### config.mk
export PLATFORM = sky130hd
export DESIGN_NAME = hbs_core
export DESIGN_NICKNAME = d
export VERILOG_FILES = /design/src/core/hbs_pkg.sv /design/src/core/hbs_fifo.sv /design/src/core/hbs_core.sv
export SDC_FILE = /design/constraint.sdc
export NUM_CORES = 1
export LEC_CHECK = 0
export BUFFER_PORTS_ARGS = -buffer_cell sky130_fd_sc_hd__buf_2
export CORE_MARGIN = 10
export CORE_UTILIZATION = 60
export CTS_CLUSTER_DIAMETER = 100
export DETAILED_ROUTE_END_ITERATION = 10
export GPL_TIMING_DRIVEN = 0
export PLACE_DENSITY = 0.83
export SYNTH_ARGS = -nofsm -noshare
export SYNTH_HDL_FRONTEND = slang
export SYNTH_SLANG_ARGS = --single-unit
### constraint.sdc
create_clock -name clock -period 5.5 [get_ports clock]
set_input_delay 0.275 -clock clock [delete_from_list [all_inputs] [get_ports clock]]
set_output_delay 0.275 -clock clock [all_outputs]
set_load 0.05 [all_outputs]
### src/core/hbs_pkg.sv
package hbs_pkg;

  // ---------------------------------------------------------------
  // frame and field layout
  // ---------------------------------------------------------------
  localparam int NUM_BRIDGES = 6;
  localparam int WORD_W      = 16;
  localparam int MIN_BITS    = 16;  // first block of a frame
  localparam int STEP_BITS   = 8;   // chained devices add whole bytes
  localparam int STEP_LSB_W  = 3;   // log2 of STEP_BITS
  localparam int FCNT_W      = 10;  // frame bit counter width

  // status word bit positions
  localparam int ST_OC_BIT   = 15;
  localparam int ST_PSF_BIT  = 14;
  localparam int ST_ULD_BIT  = 13;
  localparam int ST_HB_LSB   = 1;
  localparam int ST_TW_BIT   = 0;

  // per-bridge status codes
  localparam logic [1:0] HB_OFF = 2'h0;
  localparam logic [1:0] HB_OC  = 2'h1;
  localparam logic [1:0] HB_ULD = 2'h2;
  localparam logic [1:0] HB_ON  = 2'h3;

  localparam logic [WORD_W-1:0] WORD_RST = 16'h0000;

  // ---------------------------------------------------------------
  // timing
  // ---------------------------------------------------------------
  localparam int CLK_NS    = 100;
  localparam int DEAD_NS   = 1000;  // both dead times, plain default
  localparam int DEAD_CYC  = (DEAD_NS + CLK_NS - 1) / CLK_NS;
  localparam int DEAD_W    = 8;
  localparam int FIFO_DEPTH = 8;

  // command word as it arrives, msb first
  typedef struct packed {
    logic                   fault_clear_request;
    logic                   bridge_select;
    logic                   uld_shutdown_en;
    logic [NUM_BRIDGES-1:0] bridge_enable_bit;
    logic [NUM_BRIDGES-1:0] bridge_config_bit;
    logic                   ovlo_en;
  } hbs_cmd_s;

  // frame phase of the serial port
  typedef enum logic [0:0] {
    SPI_IDLE,
    SPI_FRAME
  } hbs_spi_e;

endpackage : hbs_pkg

### src/core/hbs_fifo.sv
`timescale 1ns/10ps
`default_nettype none

module hbs_fifo #(
  parameter int WIDTH = 16,
  parameter int DEPTH = 8
) (
  // clock and reset
  input  wire logic             clock,
  input  wire logic             rst,
  // fill side
  input  wire logic             in_valid,
  output logic                  in_ready,
  input  wire logic [WIDTH-1:0] in_data,
  // drain side
  output logic                  out_valid,
  input  wire logic             out_ready,
  output logic      [WIDTH-1:0] out_data
);

  localparam int AW = $clog2(DEPTH);

  logic [WIDTH-1:0] mem_ff [DEPTH];
  logic [AW-1:0]    wr_ff;
  logic [AW-1:0]    rd_ff;
  logic [AW:0]      cnt_ff;
  logic             push;
  logic             pop;

  // honest full and empty
  assign in_ready  = (cnt_ff != (AW+1)'(DEPTH));
  assign out_valid = (cnt_ff != '0);
  assign push      = in_valid && in_ready;
  assign pop       = out_valid && out_ready;
  assign out_data  = mem_ff[rd_ff];

  // storage, no reset needed on data
  always_ff @(posedge clock) begin
    if (push) begin
      mem_ff[wr_ff] <= in_data;
    end
  end

  // pointers wrap at depth
  always_ff @(posedge clock or posedge rst) begin
    if (rst) begin
      wr_ff  <= '0;
      rd_ff  <= '0;
      cnt_ff <= '0;
    end else begin
      if (push) begin
        wr_ff <= (wr_ff == AW'(DEPTH-1)) ? '0 : wr_ff + 1'b1;
      end
      if (pop) begin
        rd_ff <= (rd_ff == AW'(DEPTH-1)) ? '0 : rd_ff + 1'b1;
      end
      cnt_ff <= cnt_ff + (AW+1)'(push) - (AW+1)'(pop);
    end
  end

endmodule : hbs_fifo

`default_nettype wire

### src/core/hbs_core.sv
// Operation
// - status word: overcurrent bit 15, supply fail 14, underload 13, warning 0.
// - six two-bit bridge fields bits 12..1: off, overcurrent, underload, enabled.
// - overcurrent after underload changes that field from underload to overcurrent.
// - no path overcurrent to underload; underload shown only after clearing.
// - serial output shows latched thermal shutdown until first rising clock.
// - command bits 12..1 steer the six bridges.
// - enable 0 means high impedance; config picks low or high side.
// - never both sides on; dead time between off and on.
// - frame valid only with 16 bits then whole bytes.
// - invalid frame discarded, outputs keep previous state.
// - long but length-valid frame accepted with latest 16 bits.
// - shutdown flag ORed with serial input onto output.
// - reset clears counters, shift registers, registers; drivers off.
// - drivers stay on until supply fault, command or fault.
// - logic state kept across driver supply range while logic valid.
// - msb first, input on falling clock, output on rising clock.
// - valid frame end loads last 16 bits; output off while deselected.
// - command bit 15 clears all latched faults.
// - enable input low clears registers and drivers.
`timescale 1ns/10ps
`default_nettype none

module hbs_core #(
  parameter int NB       = hbs_pkg::NUM_BRIDGES,
  parameter int DEAD_CYC = hbs_pkg::DEAD_CYC
) (
  // clock and reset
  input  wire logic          clock,
  input  wire logic          rst,
  // device enable pin
  input  wire logic          enable,
  // serial pins, asynchronous to clock
  input  wire logic          sclk,
  input  wire logic          chip_select_n,
  input  wire logic          si,
  output logic               so,
  output logic               so_oe,
  // fault detectors, same clock domain
  input  wire logic [NB-1:0] oc_det,
  input  wire logic [NB-1:0] uld_det,
  input  wire logic [NB-1:0] tsd_det,
  input  wire logic          tw_det,
  input  wire logic          uv_det,
  input  wire logic          ov_det,
  // switch commands
  output logic      [NB-1:0] high_side_switch,
  output logic      [NB-1:0] low_side_switch
);

  localparam int W = hbs_pkg::WORD_W;

  // ---------------------------------------------------------------
  // functions
  // ---------------------------------------------------------------

  // overcurrent outranks underload, so a field never goes 01 -> 10
  function automatic logic [1:0] hb_code(input logic oc, input logic underload_flag,
                                         input logic en);
    if (oc) begin
      hb_code = hbs_pkg::HB_OC;
    end else if (underload_flag) begin
      hb_code = hbs_pkg::HB_ULD;
    end else if (en) begin
      hb_code = hbs_pkg::HB_ON;
    end else begin
      hb_code = hbs_pkg::HB_OFF;
    end
  endfunction : hb_code

  // ---------------------------------------------------------------
  // pin synchronisers
  // ---------------------------------------------------------------
  logic [3:0] sync1_ff;
  logic [3:0] sync2_ff;
  logic       sclk_d_ff;
  logic       csn_d_ff;

  // first stage is read only by the second
  always_ff @(posedge clock or posedge rst) begin
    if (rst) begin
      // idle pin levels, so no false clock edge follows reset
      sync1_ff  <= 4'hA;
      sync2_ff  <= 4'hA;
      sclk_d_ff <= 1'b0;
      csn_d_ff  <= 1'b1;
    end else begin
      sync1_ff  <= {enable, sclk, chip_select_n, si};
      sync2_ff  <= sync1_ff;
      sclk_d_ff <= sync2_ff[2];
      csn_d_ff  <= sync2_ff[1];
    end
  end

  logic en_s;
  logic sclk_s;
  logic csn_s;
  logic si_s;
  logic sclk_rise;
  logic sclk_fall;
  logic cs_fall;
  logic cs_rise;

  assign en_s      = sync2_ff[3];
  assign sclk_s    = sync2_ff[2];
  assign csn_s     = sync2_ff[1];
  assign si_s      = sync2_ff[0];
  assign sclk_rise = sclk_s && !sclk_d_ff && !csn_s;
  assign sclk_fall = !sclk_s && sclk_d_ff && !csn_s;
  assign cs_fall   = !csn_s && csn_d_ff;
  assign cs_rise   = csn_s && !csn_d_ff;

  // ---------------------------------------------------------------
  // latched faults and status word
  // ---------------------------------------------------------------
  hbs_pkg::hbs_cmd_s cmd_ff;
  logic [NB-1:0]     oc_ff;
  logic [NB-1:0]     uld_ff;
  logic [NB-1:0]     tsd_ff;
  logic              clr;
  logic [W-1:0]      status;
  logic [2*NB-1:0]   hb_fields;

  // fault latches; a new event wins over a clear in the same cycle
  always_ff @(posedge clock or posedge rst) begin
    if (rst) begin
      oc_ff  <= '0;
      uld_ff <= '0;
      tsd_ff <= '0;
    end else if (!en_s) begin
      oc_ff  <= '0;
      uld_ff <= '0;
      tsd_ff <= '0;
    end else begin
      oc_ff  <= oc_det | (oc_ff & ~{NB{clr}});
      tsd_ff <= tsd_det | (tsd_ff & ~{NB{clr}});
      uld_ff <= (uld_det & ~oc_ff) | (uld_ff & ~{NB{clr}});
    end
  end

  // bridge six in the top field
  generate
    for (genvar b = 0; b < NB; b++) begin : g_code
      assign hb_fields[2*b +: 2] = hb_code(oc_ff[b], uld_ff[b],
                                           cmd_ff.bridge_enable_bit[b]);
    end
  endgenerate

  always_comb begin
    status = hbs_pkg::WORD_RST;
    status[hbs_pkg::ST_OC_BIT]  = |oc_ff;
    status[hbs_pkg::ST_PSF_BIT] = uv_det || ov_det;
    status[hbs_pkg::ST_ULD_BIT] = |uld_ff;
    status[hbs_pkg::ST_HB_LSB +: 2*NB] = hb_fields;
    status[hbs_pkg::ST_TW_BIT]  = tw_det;
  end

  // ---------------------------------------------------------------
  // serial frame engine
  // ---------------------------------------------------------------
  hbs_pkg::hbs_spi_e          spi_ff;
  logic [W-1:0]               in_sr_ff;
  logic [W-1:0]               out_sr_ff;
  logic [hbs_pkg::FCNT_W-1:0] bits_ff;
  logic                       bits_ovf_ff;
  logic                       first_ff;
  logic                       frame_ok;

  assign frame_ok = !bits_ovf_ff
                 && (bits_ff >= hbs_pkg::FCNT_W'(hbs_pkg::MIN_BITS))
                 && (bits_ff[hbs_pkg::STEP_LSB_W-1:0] == '0);

  // frame phase follows the select line
  always_ff @(posedge clock or posedge rst) begin
    if (rst) begin
      spi_ff <= hbs_pkg::SPI_IDLE;
    end else begin
      case (spi_ff)
        hbs_pkg::SPI_IDLE:  if (cs_fall && en_s) spi_ff <= hbs_pkg::SPI_FRAME;
        hbs_pkg::SPI_FRAME: if (csn_s || !en_s) spi_ff <= hbs_pkg::SPI_IDLE;
        default:            spi_ff <= hbs_pkg::SPI_IDLE;
      endcase
    end
  end

  // counters and shift registers cleared by reset
  always_ff @(posedge clock or posedge rst) begin
    if (rst) begin
      in_sr_ff    <= hbs_pkg::WORD_RST;
      bits_ff     <= '0;
      bits_ovf_ff <= 1'b0;
    end else if (cs_fall || !en_s) begin
      in_sr_ff    <= hbs_pkg::WORD_RST;
      bits_ff     <= '0;
      bits_ovf_ff <= 1'b0;
    end else if (sclk_fall && spi_ff == hbs_pkg::SPI_FRAME) begin
      // sample msb first on falling clock
      in_sr_ff <= {in_sr_ff[W-2:0], si_s};
      bits_ff  <= bits_ff + 1'b1;
      if (&bits_ff) begin
        bits_ovf_ff <= 1'b1;  // too long to judge, treat as invalid
      end
    end
  end

  // output shift register
  always_ff @(posedge clock or posedge rst) begin
    if (rst) begin
      out_sr_ff <= hbs_pkg::WORD_RST;
      first_ff  <= 1'b1;
    end else if (cs_fall) begin
      out_sr_ff <= status;
      first_ff  <= 1'b1;
    end else if (sclk_rise && spi_ff == hbs_pkg::SPI_FRAME) begin
      first_ff <= 1'b0;
      if (!first_ff) begin
        // shift on rising clock, chain data follows
        out_sr_ff <= {out_sr_ff[W-2:0], in_sr_ff[0]};
      end
    end
  end

  // output pin; select is slow so these may be combinational
  always_comb begin
    so_oe = (spi_ff == hbs_pkg::SPI_FRAME) && !csn_s;
    if (first_ff) begin
      so = (|tsd_ff) | si_s;
    end else begin
      so = out_sr_ff[W-1];
    end
  end

  // ---------------------------------------------------------------
  // command path through the fifo
  // ---------------------------------------------------------------
  logic         pend_ff;
  logic [W-1:0] pend_word_ff;
  logic         fifo_in_ready;
  logic         fifo_out_valid;
  logic         fifo_out_ready;
  logic [W-1:0] fifo_out_data;
  logic [NB-1:0] dead_busy;

  // pending word waits here while the fifo is full
  always_ff @(posedge clock or posedge rst) begin
    if (rst) begin
      pend_ff      <= 1'b0;
      pend_word_ff <= hbs_pkg::WORD_RST;
    end else if (!en_s) begin
      pend_ff <= 1'b0;
    end else if (cs_rise && spi_ff == hbs_pkg::SPI_FRAME && frame_ok) begin
      // latest 16 bits kept even if stale
      pend_ff      <= 1'b1;
      pend_word_ff <= in_sr_ff;
    end else if (pend_ff && fifo_in_ready) begin
      pend_ff <= 1'b0;
    end
  end

  // stall applying while any bridge sits in dead time
  assign fifo_out_ready = !(|dead_busy);

  hbs_fifo #(
    .WIDTH (W),
    .DEPTH (hbs_pkg::FIFO_DEPTH)
  ) u_fifo (
    .clock     (clock),
    .rst       (rst || !en_s),
    .in_valid  (pend_ff),
    .in_ready  (fifo_in_ready),
    .in_data   (pend_word_ff),
    .out_valid (fifo_out_valid),
    .out_ready (fifo_out_ready),
    .out_data  (fifo_out_data)
  );

  assign clr = fifo_out_valid && fifo_out_ready
            && fifo_out_data[hbs_pkg::WORD_W-1];

  // command register loads from the fifo
  always_ff @(posedge clock or posedge rst) begin
    if (rst) begin
      cmd_ff <= hbs_pkg::WORD_RST;
    end else if (!en_s) begin
      cmd_ff <= hbs_pkg::WORD_RST;
    end else if (fifo_out_valid && fifo_out_ready) begin
      cmd_ff <= fifo_out_data;
    end
  end

  // ---------------------------------------------------------------
  // bridge drivers with interlock
  // ---------------------------------------------------------------
  logic supply_off;

  assign supply_off = uv_det || (ov_det && cmd_ff.ovlo_en) || !en_s;

  generate
    for (genvar b = 0; b < NB; b++) begin : g_drv
      logic                      hs_ff;
      logic                      ls_ff;
      logic [hbs_pkg::DEAD_W-1:0] dt_ff;
      logic                      run;
      logic                      want_hs;
      logic                      want_ls;

      assign run = cmd_ff.bridge_enable_bit[b] && !supply_off
                && !oc_ff[b] && !tsd_ff[b]
                && !(uld_ff[b] && cmd_ff.uld_shutdown_en);
      assign want_hs = run && cmd_ff.bridge_config_bit[b];
      assign want_ls = run && !cmd_ff.bridge_config_bit[b];
      assign dead_busy[b] = (dt_ff != '0);

      // off first, wait dead time, then on
      always_ff @(posedge clock or posedge rst) begin
        if (rst) begin
          hs_ff <= 1'b0;
          ls_ff <= 1'b0;
          dt_ff <= '0;
        end else if ((hs_ff && !want_hs) || (ls_ff && !want_ls)) begin
          hs_ff <= hs_ff && want_hs;
          ls_ff <= ls_ff && want_ls;
          dt_ff <= hbs_pkg::DEAD_W'(DEAD_CYC);
        end else if (dt_ff != '0) begin
          dt_ff <= dt_ff - 1'b1;
        end else if (!hs_ff && !ls_ff) begin
          hs_ff <= want_hs;
          ls_ff <= want_ls;
        end
      end

      assign high_side_switch[b] = hs_ff;
      assign low_side_switch[b]  = ls_ff;
    end
  endgenerate

endmodule : hbs_core

`default_nettype wire

Yosys cells after proc, flatten, opt, wreduce, memory -nomap -nowiden:

Memory sizes are Yosys's and may differ from the RTL's.
Index checks and enable logic that the tools add are counted.

* register bits: 174
* bits in latches: 0
* memory bits (writable): 128
* ROM bits: 0
* input bits: 27
* output and inout bits: 14
* word-level logic and storage cells: 365
* memories kept: 1

* add/subtract/negate cells: 11
* multipliers: 0
* divide/modulo/power cells: 0
* order comparisons: 1
* eq/ne operators: 12
* shift operators: 0
* muxes and demuxes: 94
* bitwise logic cells: 11
* reductions and logical operators: 195

Memory list
* u_fifo.mem_ff: words 8, bits a word 16, read ports 1, clocked after Yosys merged registers in 0, write ports 1, RTL line hbs_fifo.sv:23 `logic [WIDTH-1:0] mem_ff [DEPTH];`

Operator list (number)
* 8-bit 2-to-1 mux: 12
* 1-bit logical AND: 90
* 16-bit 2-to-1 mux: 5
* 1-bit zero test: 56
* 1-bit 2-to-1 mux: 49
* 8-bit nonzero test: 6
* 8-bit by 1-bit subtractor with 8-bit output (second input constant): 6
* 2-bit 2-to-1 mux: 18
* 2-bit nonzero test: 15
* 14-bit 2-to-1 mux: 2
* 6-bit bitwise AND: 4
* 6-bit OR reduction: 4
* 10-bit 2-to-1 mux: 2
* 6-bit 2-to-1 mux: 3
* 6-bit bitwise OR: 3
* 2-bit AND reduction: 9
* 2-bit by 1-bit != test with 1-bit output (second input constant): 7
* 1-bit logical OR: 12
* 6-bit inverter: 2
* 10-bit by 1-bit adder with 10-bit output (second input constant): 1
* 10-bit by 5-bit greater-or-equal comparator with 1-bit output (second input constant): 1
* 10-bit AND reduction: 1
* 3-bit by 1-bit adder with 3-bit output (second input constant): 2
* 3-bit equality test (second input constant): 2
* 11 further kinds: 12

Depth between registers and ports, before layout:

Gate-level depths: netlist of run 1.

* depth in word-level cells: 14
* mapped depth: 14
* mapped depth without buffers: 12

Modules after synthesis:

A second synthesis of run 1 with hierarchy kept.

* cells, all modules: 1035
* area, all modules: 13546.7 um^2

Modules (own cells, without submodules)
* hbs_core: instances 1, cells each 791, area an instance 7986.4 um^2, seq. area each 4111.4 um^2
* hbs_fifo: instances 1, cells each 244, area an instance 5560.3 um^2, seq. area each 4093.9 um^2

Worst setup path before layout of run 1:

No wires, ideal clock.

* kind: register to register
* start: register g_drv[5].dt_ff[0] in the netlist's numbering
* end: register u_fifo.cnt_ff[2]
* setup time: 0.123 ns
* arrival: 2.857 ns
* data required time: 5.377 ns
* slack: 2.520 ns
* cell stages (with the launch flop): 15
* buffers on the path: 2
* period minus slack after synthesis: 2.980 ns
* path through: dfrtp_1 -> inv_1 -> ha_1 -> nor4b_4 -> nand4_1 -> or4_1 -> buf_2 -> buf_2 -> inv_2 -> ha_1 -> inv_1 -> ha_1 -> inv_1 -> fa_1 -> xnor2_1

* longest elaborated chain between the ends: 5

Ends and longest elaborated chain
* from (decl): RTL line hbs_core.sv:302 `logic [hbs_pkg::DEAD_W-1:0] dt_ff;`
* from (signal assigned): RTL line hbs_core.sv:323 `dt_ff <= hbs_pkg::DEAD_W'(DEAD_CYC);`
* from (signal assigned): RTL line hbs_core.sv:325 `dt_ff <= dt_ff - 1'b1;`
* 8-bit nonzero test: RTL line hbs_core.sv:312 `assign dead_busy[b] = (dt_ff != '0);`
* 6-bit OR reduction: RTL line hbs_core.sv:261 `assign fifo_out_ready = !(|dead_busy);`
* 1-bit zero test: RTL line hbs_core.sv:261
* 1-bit logical AND: RTL line hbs_fifo.sv:34 `assign pop = out_valid && out_ready;`
* via u_fifo.pop: RTL line hbs_fifo.sv:28 `logic pop;`
* 4-bit by 1-bit subtractor with 4-bit output: RTL line hbs_fifo.sv:57 `cnt_ff <= cnt_ff + (AW+1)'(push) - (AW+1)'(pop);`
* to (signal assigned): RTL line hbs_fifo.sv:57
* to (decl): RTL line hbs_fifo.sv:26 `logic [AW:0] cnt_ff;`

The timed path passes the listed nets, and every way through them passes these cells.
A chain may end at the register's enable or synchronous reset.

Worst setup path after layout of run 1:

* start: register g_drv[0].dt_ff[4] in the netlist's numbering
* end: register u_fifo.cnt_ff[1]

* longest elaborated chain between the ends: 5

Ends and longest elaborated chain (RTL line)
* from (decl): hbs_core.sv:302
* from (signal assigned): hbs_core.sv:323
* from (signal assigned): hbs_core.sv:325
* 8-bit nonzero test: hbs_core.sv:312
* 6-bit OR reduction: hbs_core.sv:261
* 1-bit zero test: hbs_core.sv:261
* 1-bit logical AND: hbs_fifo.sv:34
* via u_fifo.pop: hbs_fifo.sv:28
* 4-bit by 1-bit subtractor with 4-bit output: hbs_fifo.sv:57

The timed path passes the listed nets, and every way through them passes these cells.

==> impl_metrics.toml, run 1 <==
[die]
io_pins = 41
die_area_um2 = 27900
coreArea_um2 = 21200
row_count = 53
die_h_um = 167
die_w_um = 167
initial_core_util_pct = 61.2

[timing]
clock_skew_ps = 16.9
grt_setup_unrepaired = "no"
hold_viol = 0
fin_ws_ps = 2020
final.period_utilization_pct = 63.3
setup_viol = 0
slew_violations = 0
min_period_ps = 3480
worstMarginPinSlew_ps = 1100
setup_tns_ps = 0
relSlewSlack_pct = 26.2
fmax_mhz = 287

[power_and_ir_drop]
ir_drop_uv = 338
intPower_w = 0.00359
p_total_w = 0.00456
pwr_density_cell_nw_per_um2 = 307
seq_power_share_pct = 50.9
combPwrFrac_pct = 2.9
clockPowerShare_pct = 46.2
p_leak_nw = 5.99
switching_share_pct = 21.3
switchingPower_w = 0.000971

[clock_network]
cts_resized = 0
cts-root-buf = "clkbuf_16"
htree_levels = 1
cts_hold_buf = 18
insertion_delay_ps = 570
clkSinkCount = 293
post-cts-setup-buffers = 0
cts_tree = "yes"
numCtsBuffers = 29
clk_pin_slew_worst_paths_ps = 70
ctsLongestPathBuffers = 3

[synthesis]
ys_ff_latch = 293
synth_cells = 1089
synth_area_um2 = 12900
async_reset_ff_share_pct = 59.0
ys_warn_count = 0
synth.avg_cell_area_um2 = 11.9
ys.flop_type = "dfrtp_1"
ys_seq_area_share_pct = 61.3
synth.distinct_cells = 61
synth_edf_count = 120
syn-num-nets = 1141

[global_routing]
overflow = 0
antenna_found_initial = 0
grt_pass1_vias = 8893
grt_pass1_wl_mm = 46.5
grt_max_degree = 105
track_usage_pct = 20.2

[setup_path]
cp.required_ps = 5950
worstSetupStartpointType = "register"
worstSetupPathType = "register to register"
endpoint_kind = "register"
worstPathMaxFanout = 10
worstPathArrival_ps = 3930

[finish]
area_growth_pct = 14.5
finalInstanceArea_um2 = 14800
num_antenna_cells = 0
fin_util_pct = 70.1
layout_common_cells = "dfrtp_1 (167), edfxtp_1 (120), nor2_1 (112)"
layout_commonest_cell = "dfrtp_1"
drive_gt1_share_pct = 14.0
nNetsFinal = 1238

[place]
place_area_um2 = 13600
globalplace.congestion = 0.855
port_buffers = 40
hpwlAfterDp_mm = 19.4
dp_slack_ps = 2070

[detailed_routing]
drtIter0Drc = 776
vias = 8712
drt-wirelength-per-cell_um = 19.3
vias_per_cell = 5.87
final_antenna_net_count = 0
wl_mm = 28.6
drt_first_pass_iters = 7
drc = 0

[run]
maxCapViolations = 0

[status]
status = "completed"

[min_path]
min_path_type = "primary input to register"
synthesized netlist by cell type (all sizes together), types with 17 or more instances:
cell | instances | area share (%)
a21oi | 60 | 2.6
buf | 24 | 1.3
clkbuf | 22 | 0.64
dfrtp | 167 | 32
edfxtp | 120 | 28
ha | 24 | 2.3
inv | 39 | 1.1
mux2 | 18 | 1.6
mux2i | 74 | 5.7
nand2 | 107 | 3.1
nand3 | 23 | 0.89
nand4 | 22 | 1.1
nor2 | 114 | 3.3
nor2b | 20 | 0.97
nor3 | 41 | 1.7
o21ai | 42 | 1.6
xor2 | 17 | 1.1
layout make-up:
cell class | instances | area, um^2
Tap cell | 275 | 344
Clock inverter | 18 | 243
Clock buffer | 35 | 778
Timing Repair Buffer | 66 | 479
Buffer | 46 | 245
Fill cell | 1408 | 6320
Multi-Input combinational cell | 711 | 4650
Sequential cell | 293 | 7940
Inverter | 39 | 154
kinds of logic (layout without fill, tap and decap cells):
family / after synthesis / count (layout) / share of synthesized area [%]
compound gates: 149 / 149 / 7.14
xor+xnor: 33 / 33 / 2.23
fa+ha+maj: 25 / 25 / 2.47
buf+inv: 85 / 204 / 3.02
flops: 293 / 293 / 61.3
mux: 94 / 94 / 7.66
simple gates: 410 / 410 / 16.2
critical path: stages (launching register included):
cell and delay, ps:
dfrtp_1 440, nor3_1 330, nand4b_1 430, or4_1 610, buf_2 200, buf_2 200
inv_2 70, ha_1 220, inv_1 70, ha_1 180, inv_1 60, fa_1 510
inv_1 40
flip-flops by register name (all words and copies together) (netlist names), 3 cells and up:
signal         flops
out_sr_ff         16
g_drv.dt_ff       48
in_sr_ff          16
u_fifo.wr_ff       3
g_drv.ls_ff        6
pend_word_ff      15
u_fifo.mem_ff    120
uld_ff             6
sync2_ff           4
u_fifo.cnt_ff      4
g_drv.hs_ff        6
tsd_ff             6
cmd_ff            14
bits_ff           10
sync1_ff           4
u_fifo.rd_ff       3
oc_ff              6
worst paths after layout:
path / cells after the start / slack, ps / startpoint / to
min in group asynchronous: 3 / 320 / rst / pend_word_ff[1]
setup / recovery: 12 / 2020 / g_drv[0].dt_ff[4] / u_fifo.cnt_ff[1]
setup reg to reg: 12 / 2020 / g_drv[0].dt_ff[4] / u_fifo.cnt_ff[1]
max in group asynchronous: 3 / 3160 / sync2_ff[3] / u_fifo.rd_ff[1]
hold / removal: 3 / 20 / uv_det / out_sr_ff[14]
hold reg to reg: 0 / 350 / sync1_ff[2] / sync2_ff[2]
power groups by stage:
stage / sequential, W / clock, W / combinational [W]
2_1_floorplan: 0.00235 / 0 / 0.0000786
3_3_place_gp: 0.00236 / 0 / 0.000116
3_5_place_dp: 0.00236 / 0 / 0.000123
4_1_cts: 0.00232 / 0.00211 / 0.000134
5_1_grt: 0.00232 / 0.00221 / 0.000149
6_report: 0.00232 / 0.00211 / 0.000133
metal layers:
| layer | share of wire, % | GRT usage, % | up-vias | wire length (um) |
|---|---|---|---|---|
| li1 | - | - | 4073 | - |
| met4 | 3.0 | 6.57 | 0 | 868 |
| met1 | 41 | 24.7 | 4324 | 11600 |
| met3 | 6.0 | 4.00 | 63 | 1720 |
| met5 | 0 | 0 | - | 0 |
| met2 | 50 | 35.0 | 252 | 14400 |
through the flow:
stage,cells,hold WS (ps)
floorplan,1089,279
global placement,1404,333
detailed placement,1412,342
CTS,1483,22.8
global route,1483,35.9
finish,1483,18.7
(Power assumes the default switching activity.)
==> inputs of run 2 (changes only) <==
--- a/config.mk
+++ b/config.mk
@@ -5,6 +5,7 @@
 export SDC_FILE = /design/constraint.sdc
 export NUM_CORES = 1
 export LEC_CHECK = 0
+export ABC_AREA = 1
 export BUFFER_PORTS_ARGS = -buffer_cell sky130_fd_sc_hd__buf_2
 export CORE_MARGIN = 10
 export CORE_UTILIZATION = 60
==> constraint.sdc (replaced) <==
create_clock -name clock -period 3.6 [get_ports clock]
set_input_delay 0.18 -clock clock [delete_from_list [all_inputs] [get_ports clock]]
set_output_delay 0.18 -clock clock [all_outputs]
set_load 0.05 [all_outputs]
==> impl_metrics.toml, run 2 <==
[status]
status = "completed"

[die]
die_h_um = 169
die_w_um = 169
coreArea_um2 = 21800
initial_core_util_pct = 60.9
die_area_um2 = 28500
io_pins = 41
row_count = 54

[place]
globalplace.congestion = 0.881
port_buffers = 40
hpwlAfterDp_mm = 20.9
place_area_um2 = 14000
dp.cells = 1713

[timing]
final.period_utilization_pct = 79.7
setup_tns_ps = 0
hold_viol = 0
worst_hold_slack_ps = 195
grt_setup_unrepaired = "no"
clock_skew_ps = 30.0
relSlewSlack_pct = 34.3
slew_violations = 0
fmax_mhz = 349
worstMarginPinSlew_ps = 984
setup_viol = 0
min_period_ps = 2870

[detailed_routing]
drtIter0Drc = 1148
final_antenna_net_count = 0
vias = 10400
wl_mm = 32.1
drt_first_pass_iters = 5
drt-wirelength-per-cell_um = 17.9
drc = 0
vias_per_cell = 5.77

[finish]
largest_register = "u_fifo.mem_ff"
layout_common_cells = "nand2_1 (263), nor2_1 (176), dfrtp_1 (167)"
finalInstanceArea_um2 = 15300
fin_cells = 1795
num_antenna_cells = 0
top_regs = "u_fifo.mem_ff (120), g_drv.dt_ff (48)"
nFillCells = 1487
largest_reg_flops = 120
layout_commonest_cell = "nand2_1"
nNetsFinal = 1543
drive_gt1_share_pct = 12.2
area_growth_pct = 14.8

[global_routing]
track_usage_pct = 22.2
grt_use_met1_pct = 27.1
top_usage_layer = "met2"
antenna_found_initial = 0
overflow = 0
grt_pass1_vias = 10500
grt_max_degree = 37
met3_usage_pct = 3.71
grt_pass1_wl_mm = 51.9
grt_use_met2_pct = 38.4

[setup_path]
path_depth = 15
rrSetupSlack_ps = 730
path_cells = "inv_1 > ha_1 > inv_1 > nor3_1 > nand3_2 > nor2_8 > nand2_4 > clkinv_8 > buf_12 > ha_1 > inv_1 > ha_1 > inv_1 > fa_1 > xnor2_1"
cp.required_ps = 4040
worstPathMaxFanout = 10
cp_slowest_cell = "fa_1"
slowest_delay_ps = 400
endpoint_kind = "register"
worstSetupPathType = "register to register"
ff2ff_path_depth = 15
crit_top_cell = "inv_1"
critPathTopFamily = "adder cells"
path_buf_inv = 6
worstSetupStartpointType = "register"
worstPathArrival_ps = 3310

[power_and_ir_drop]
ir_drop_uv = 437
p_leak_nw = 6.38
pwr_density_cell_nw_per_um2 = 453

[synthesis]
synth.distinct_cells = 44
async_reset_ff_share_pct = 59.0
synth_cells = 1386
synth_edf_count = 120
synthTopCellsByArea = "dfrtp_1 (31%), edfxtp_1 (27%), nand2_1 (7.4%)"
synth_most_common_cell = "nand2_1"
synth.avg_cell_area_um2 = 9.59
synth_top_area_cell = "dfrtp_1"
synthTopCellsByCount = "nand2_1 (263), nor2_1 (183), dfrtp_1 (167)"
synth_area_um2 = 13300
ys.flop_type = "dfrtp_1"
ys_ff_latch = 293
ys_seq_area_share_pct = 59.7
syn-num-nets = 1438
ys_warn_count = 0
synth.top_cell.area_share_pct = 31.4

[run]
maxCapViolations = 0

[clock_network]
clk_pin_slew_worst_paths_ps = 60
clkSinkCount = 293
htree_levels = 1
post-cts-setup-buffers = 0
cts_tree = "yes"
insertion_delay_ps = 580
ctsLongestPathBuffers = 3
cts-root-buf = "clkbuf_16"
numCtsBuffers = 30

[min_path]
min_path_type = "primary input to register"
hold-path-cell-count = 5
[run 2: tightest hold or removal path: stages]
cell	delay (ps)
buf_2	110
nor2_2	90
nand3_1	90
nand2_1	130
nand4_1	110
[run 2: cells by family (layout without fill, tap and decap cells)]
family	after synthesis	in the layout	share of synthesized area [%]
AO/OA/AOI/OAI	233	233	9.57
AND/OR/NAND/NOR	600	600	19.8
adder cells (fa/ha/maj)	25	25	2.41
XOR/XNOR	23	23	1.52
flip-flops	293	293	59.7
buffers and inverters	212	341	6.93
[run 2: cell type report]
type	instances	area [um^2]	area share, %
buffer	54	315	2.07
clock buffer	38	811	5.31
clock inverter	18	189	1.24
inverter	158	609	3.99
multi-input combinational	881	4450	29.2
sequential	293	7940	52.0
tap	280	350	2.30
timing repair buffer	73	594	3.90
[run 2: power by group]
part           internal, W  total, W  switching, W
Clock              0.00181   0.00313       0.00132
Sequential         0.00351   0.00355     0.0000388
Combinational    0.0000889  0.000239      0.000150
[run 2: path summary, 6_finish.rpt]
check	from	endpoint
max	g_drv[5].dt_ff[0]	u_fifo.cnt_ff[2]
min	uv_det	g_drv[0].dt_ff[3]
max reg2reg	g_drv[5].dt_ff[0]	u_fifo.cnt_ff[2]
min reg2reg	sync1_ff[2]	sync2_ff[2]
max in group asynchronous	sync2_ff[3]	u_fifo.rd_ff[1]
min in group asynchronous	rst	g_drv[4].dt_ff[3]
[run 2: timing repair]
action | CTS | global route
endpoints found under the hold margin | 57 | 0
hold buffers | 26 | 0
gates resized for setup | 0 | 0
[run 2: per-stage QoR]
step,power (W),util (%),setup WS [ps]
4_1_cts,0.00692,69.9,735
2_1_floorplan,0.00374,-,1040
3_5_place_dp,0.00382,64.1,720
6_report,0.00692,69.9,731
5_1_grt,0.00710,69.9,499
3_3_place_gp,0.00380,63.4,308
[run 2: routing by layer]
| metal | share of wire [%] | routed length (um) |
|---|---|---|
| met5 | 0 | 0 |
| met4 | 3.5 | 1130 |
| met3 | 7.1 | 2270 |
| met2 | 51 | 16200 |
| met1 | 39 | 12500 |
==> inputs of run 3 (changes only) <==
==> constraint.sdc (replaced) <==
create_clock -name clock -period 2.8 [get_ports clock]
set_input_delay 0.14 -clock clock [delete_from_list [all_inputs] [get_ports clock]]
set_output_delay 0.14 -clock clock [all_outputs]
set_load 0.05 [all_outputs]
==> impl_metrics.toml, run 3 (synthesized netlist as in run 2, its figures left out) <==
[power_and_ir_drop]
p_leak_nw = 6.42
seq_power_share_pct = 51.3
pwr_density_cell_nw_per_um2 = 580
clockPowerShare_pct = 45.2
intPower_w = 0.00696
ir_drop_uv = 562
switchingPower_w = 0.00194
combPwrFrac_pct = 3.4
switching_share_pct = 21.8

[setup_path]
worstSetupPathType = "register to register"
endpoint_kind = "register"
worstPathMaxFanout = 19
cp.required_ps = 3240
worstPathArrival_ps = 3070
worstSetupStartpointType = "register"
rrSetupSlack_ps = 180
critPathLaunch = "g_drv[5].dt_ff[1]"
ff2ff_path_depth = 14
rr_endpoint = "u_fifo.cnt_ff[2]"
r2r_start = "g_drv[5].dt_ff[1]"

[die]
die_area_um2 = 28500
initial_core_util_pct = 60.9
die_w_um = 169
row_count = 54
die_h_um = 169
coreArea_um2 = 21800
io_pins = 41

[min_path]
hold_start = "uv_det"
min_path_type = "primary input to register"
hold-path-cell-count = 5
hold_end = "g_drv[0].dt_ff[3]"

[finish]
top_regs = "u_fifo.mem_ff (120), g_drv.dt_ff (48)"
fin_cells = 1805
multi_input_area_um2 = 4490
largest_register = "u_fifo.mem_ff"
seqCellArea_um2 = 7940
layout_common_cells = "nand2_1 (262), nor2_1 (175), dfrtp_1 (167)"
nNetsFinal = 1553
nFillCells = 1476
largest_reg_flops = 120
num_antenna_cells = 0
area_growth_pct = 15.5
layout_commonest_cell = "nand2_1"
drive_gt1_share_pct = 13.4

[timing]
fmax_mhz = 381
grt_setup_unrepaired = "no"
clock_skew_ps = 34.3
worstMarginPinSlew_ps = 977
fin_ws_ps = 176
hold_viol = 0
setup_viol = 0
min_period_ps = 2620
relSlewSlack_pct = 34.8
slew_violations = 0
final.period_utilization_pct = 93.7

[place]
globalplace.congestion = 0.881
hpwlAfterDp_mm = 20.9
port_buffers = 40
dp_slack_ps = -79.9
dp.cells = 1713

[global_routing]
grt_pass1_wl_mm = 51.9
grt_pass1_vias = 10500
overflow = 0
grt_max_degree = 37
antenna_found_initial = 0
track_usage_pct = 22.2

[detailed_routing]
drt-wirelength-per-cell_um = 17.9
vias = 10400
drt_first_pass_iters = 6
drc = 0
wl_mm = 32.3
final_antenna_net_count = 0
vias_per_cell = 5.79
drtIter0Drc = 1085

[clock_network]
insertion_delay_ps = 590
clk_pin_slew_worst_paths_ps = 60
cts_tree = "yes"
numCtsBuffers = 30
ctsLongestPathBuffers = 3
clkSinkCount = 293
cts-root-buf = "clkbuf_16"
htree_levels = 1

[status]
status = "completed"

[run]
maxCapViolations = 0
## run 3: area by class of cell
| cell class | instances | share of cell area (%) |
|---|---|---|
| Buffer | 53 | 1.92 |
| Clock buffer | 38 | 5.28 |
| Inverter | 158 | 3.97 |
| Clock inverter | 18 | 1.23 |
| Sequential cell | 293 | 51.7 |
| Multi-Input combinational cell | 881 | 29.2 |
| Tap cell | 280 | 2.28 |
| Timing Repair Buffer | 84 | 4.41 |
## run 3: worst max-delay path by stage
stage / endpoint / slack, ps / cells after the start
detailed placement: u_fifo.cnt_ff[2] / -80 / 15
global placement: in_sr_ff[6] / -450 / 2
CTS: u_fifo.cnt_ff[1] / 0.3 / 15
finish: u_fifo.cnt_ff[2] / 180 / 14
global route: u_fifo.cnt_ff[1] / 40 / 14
floorplan: u_fifo.cnt_ff[2] / 240 / 15
## run 3: worst max-delay path, cell delays in order, from the launching register on
cell and delay [ps]:
dfrtp_1 400, inv_1 80, ha_2 160, inv_1 60, nor3_4 240, nand3_4 130
nor2_8 180, nand2_8 80, clkinv_8 100, ha_1 240, inv_1 60, ha_2 170
inv_1 50, fa_1 400, xnor2_1 140
## run 3: what timing repair did
action | in CTS | in global routing
gates resized for setup | 1 | 11
endpoints found under the hold margin | 57 | 0
buffers inserted | 0 | 11
endpoints found under the setup margin | 2 | 2
pin swaps | 0 | 8
hold buffers | 26 | 0
## run 3: routing by layer
metal  GRT usage (%)  wire length, um  vias up
met5               0                0        -
met4            8.97             1060        0
met3            3.71             2350      100
met2            38.4            16400      461
met1            27.1            12500     5044
li1                -                -     4840
## run 3: power groups by stage
stage / combinational [W] / sequential [W] / clock [W]
finish: 0.000307 / 0.00457 / 0.00403
detailed placement: 0.000270 / 0.00464 / 0
global placement: 0.000244 / 0.00464 / 0
CTS: 0.000304 / 0.00456 / 0.00403
floorplan: 0.000175 / 0.00463 / 0
global route: 0.000342 / 0.00457 / 0.00421
## run 3: stage by stage
stage	setup TNS, ps	instance area [um^2]	hold WS (ps)	total power (W)	util, %
2_1_floorplan	0	13300	144	0.00481	-
3_3_place_gp	-67610	13800	246	0.00489	63.4
3_5_place_dp	-157	14000	247	0.00491	64.1
4_1_cts	0	15300	131	0.00890	69.9
5_1_grt	0	15400	194	0.00912	70.4
6_report	0	15400	154	0.00890	70.4
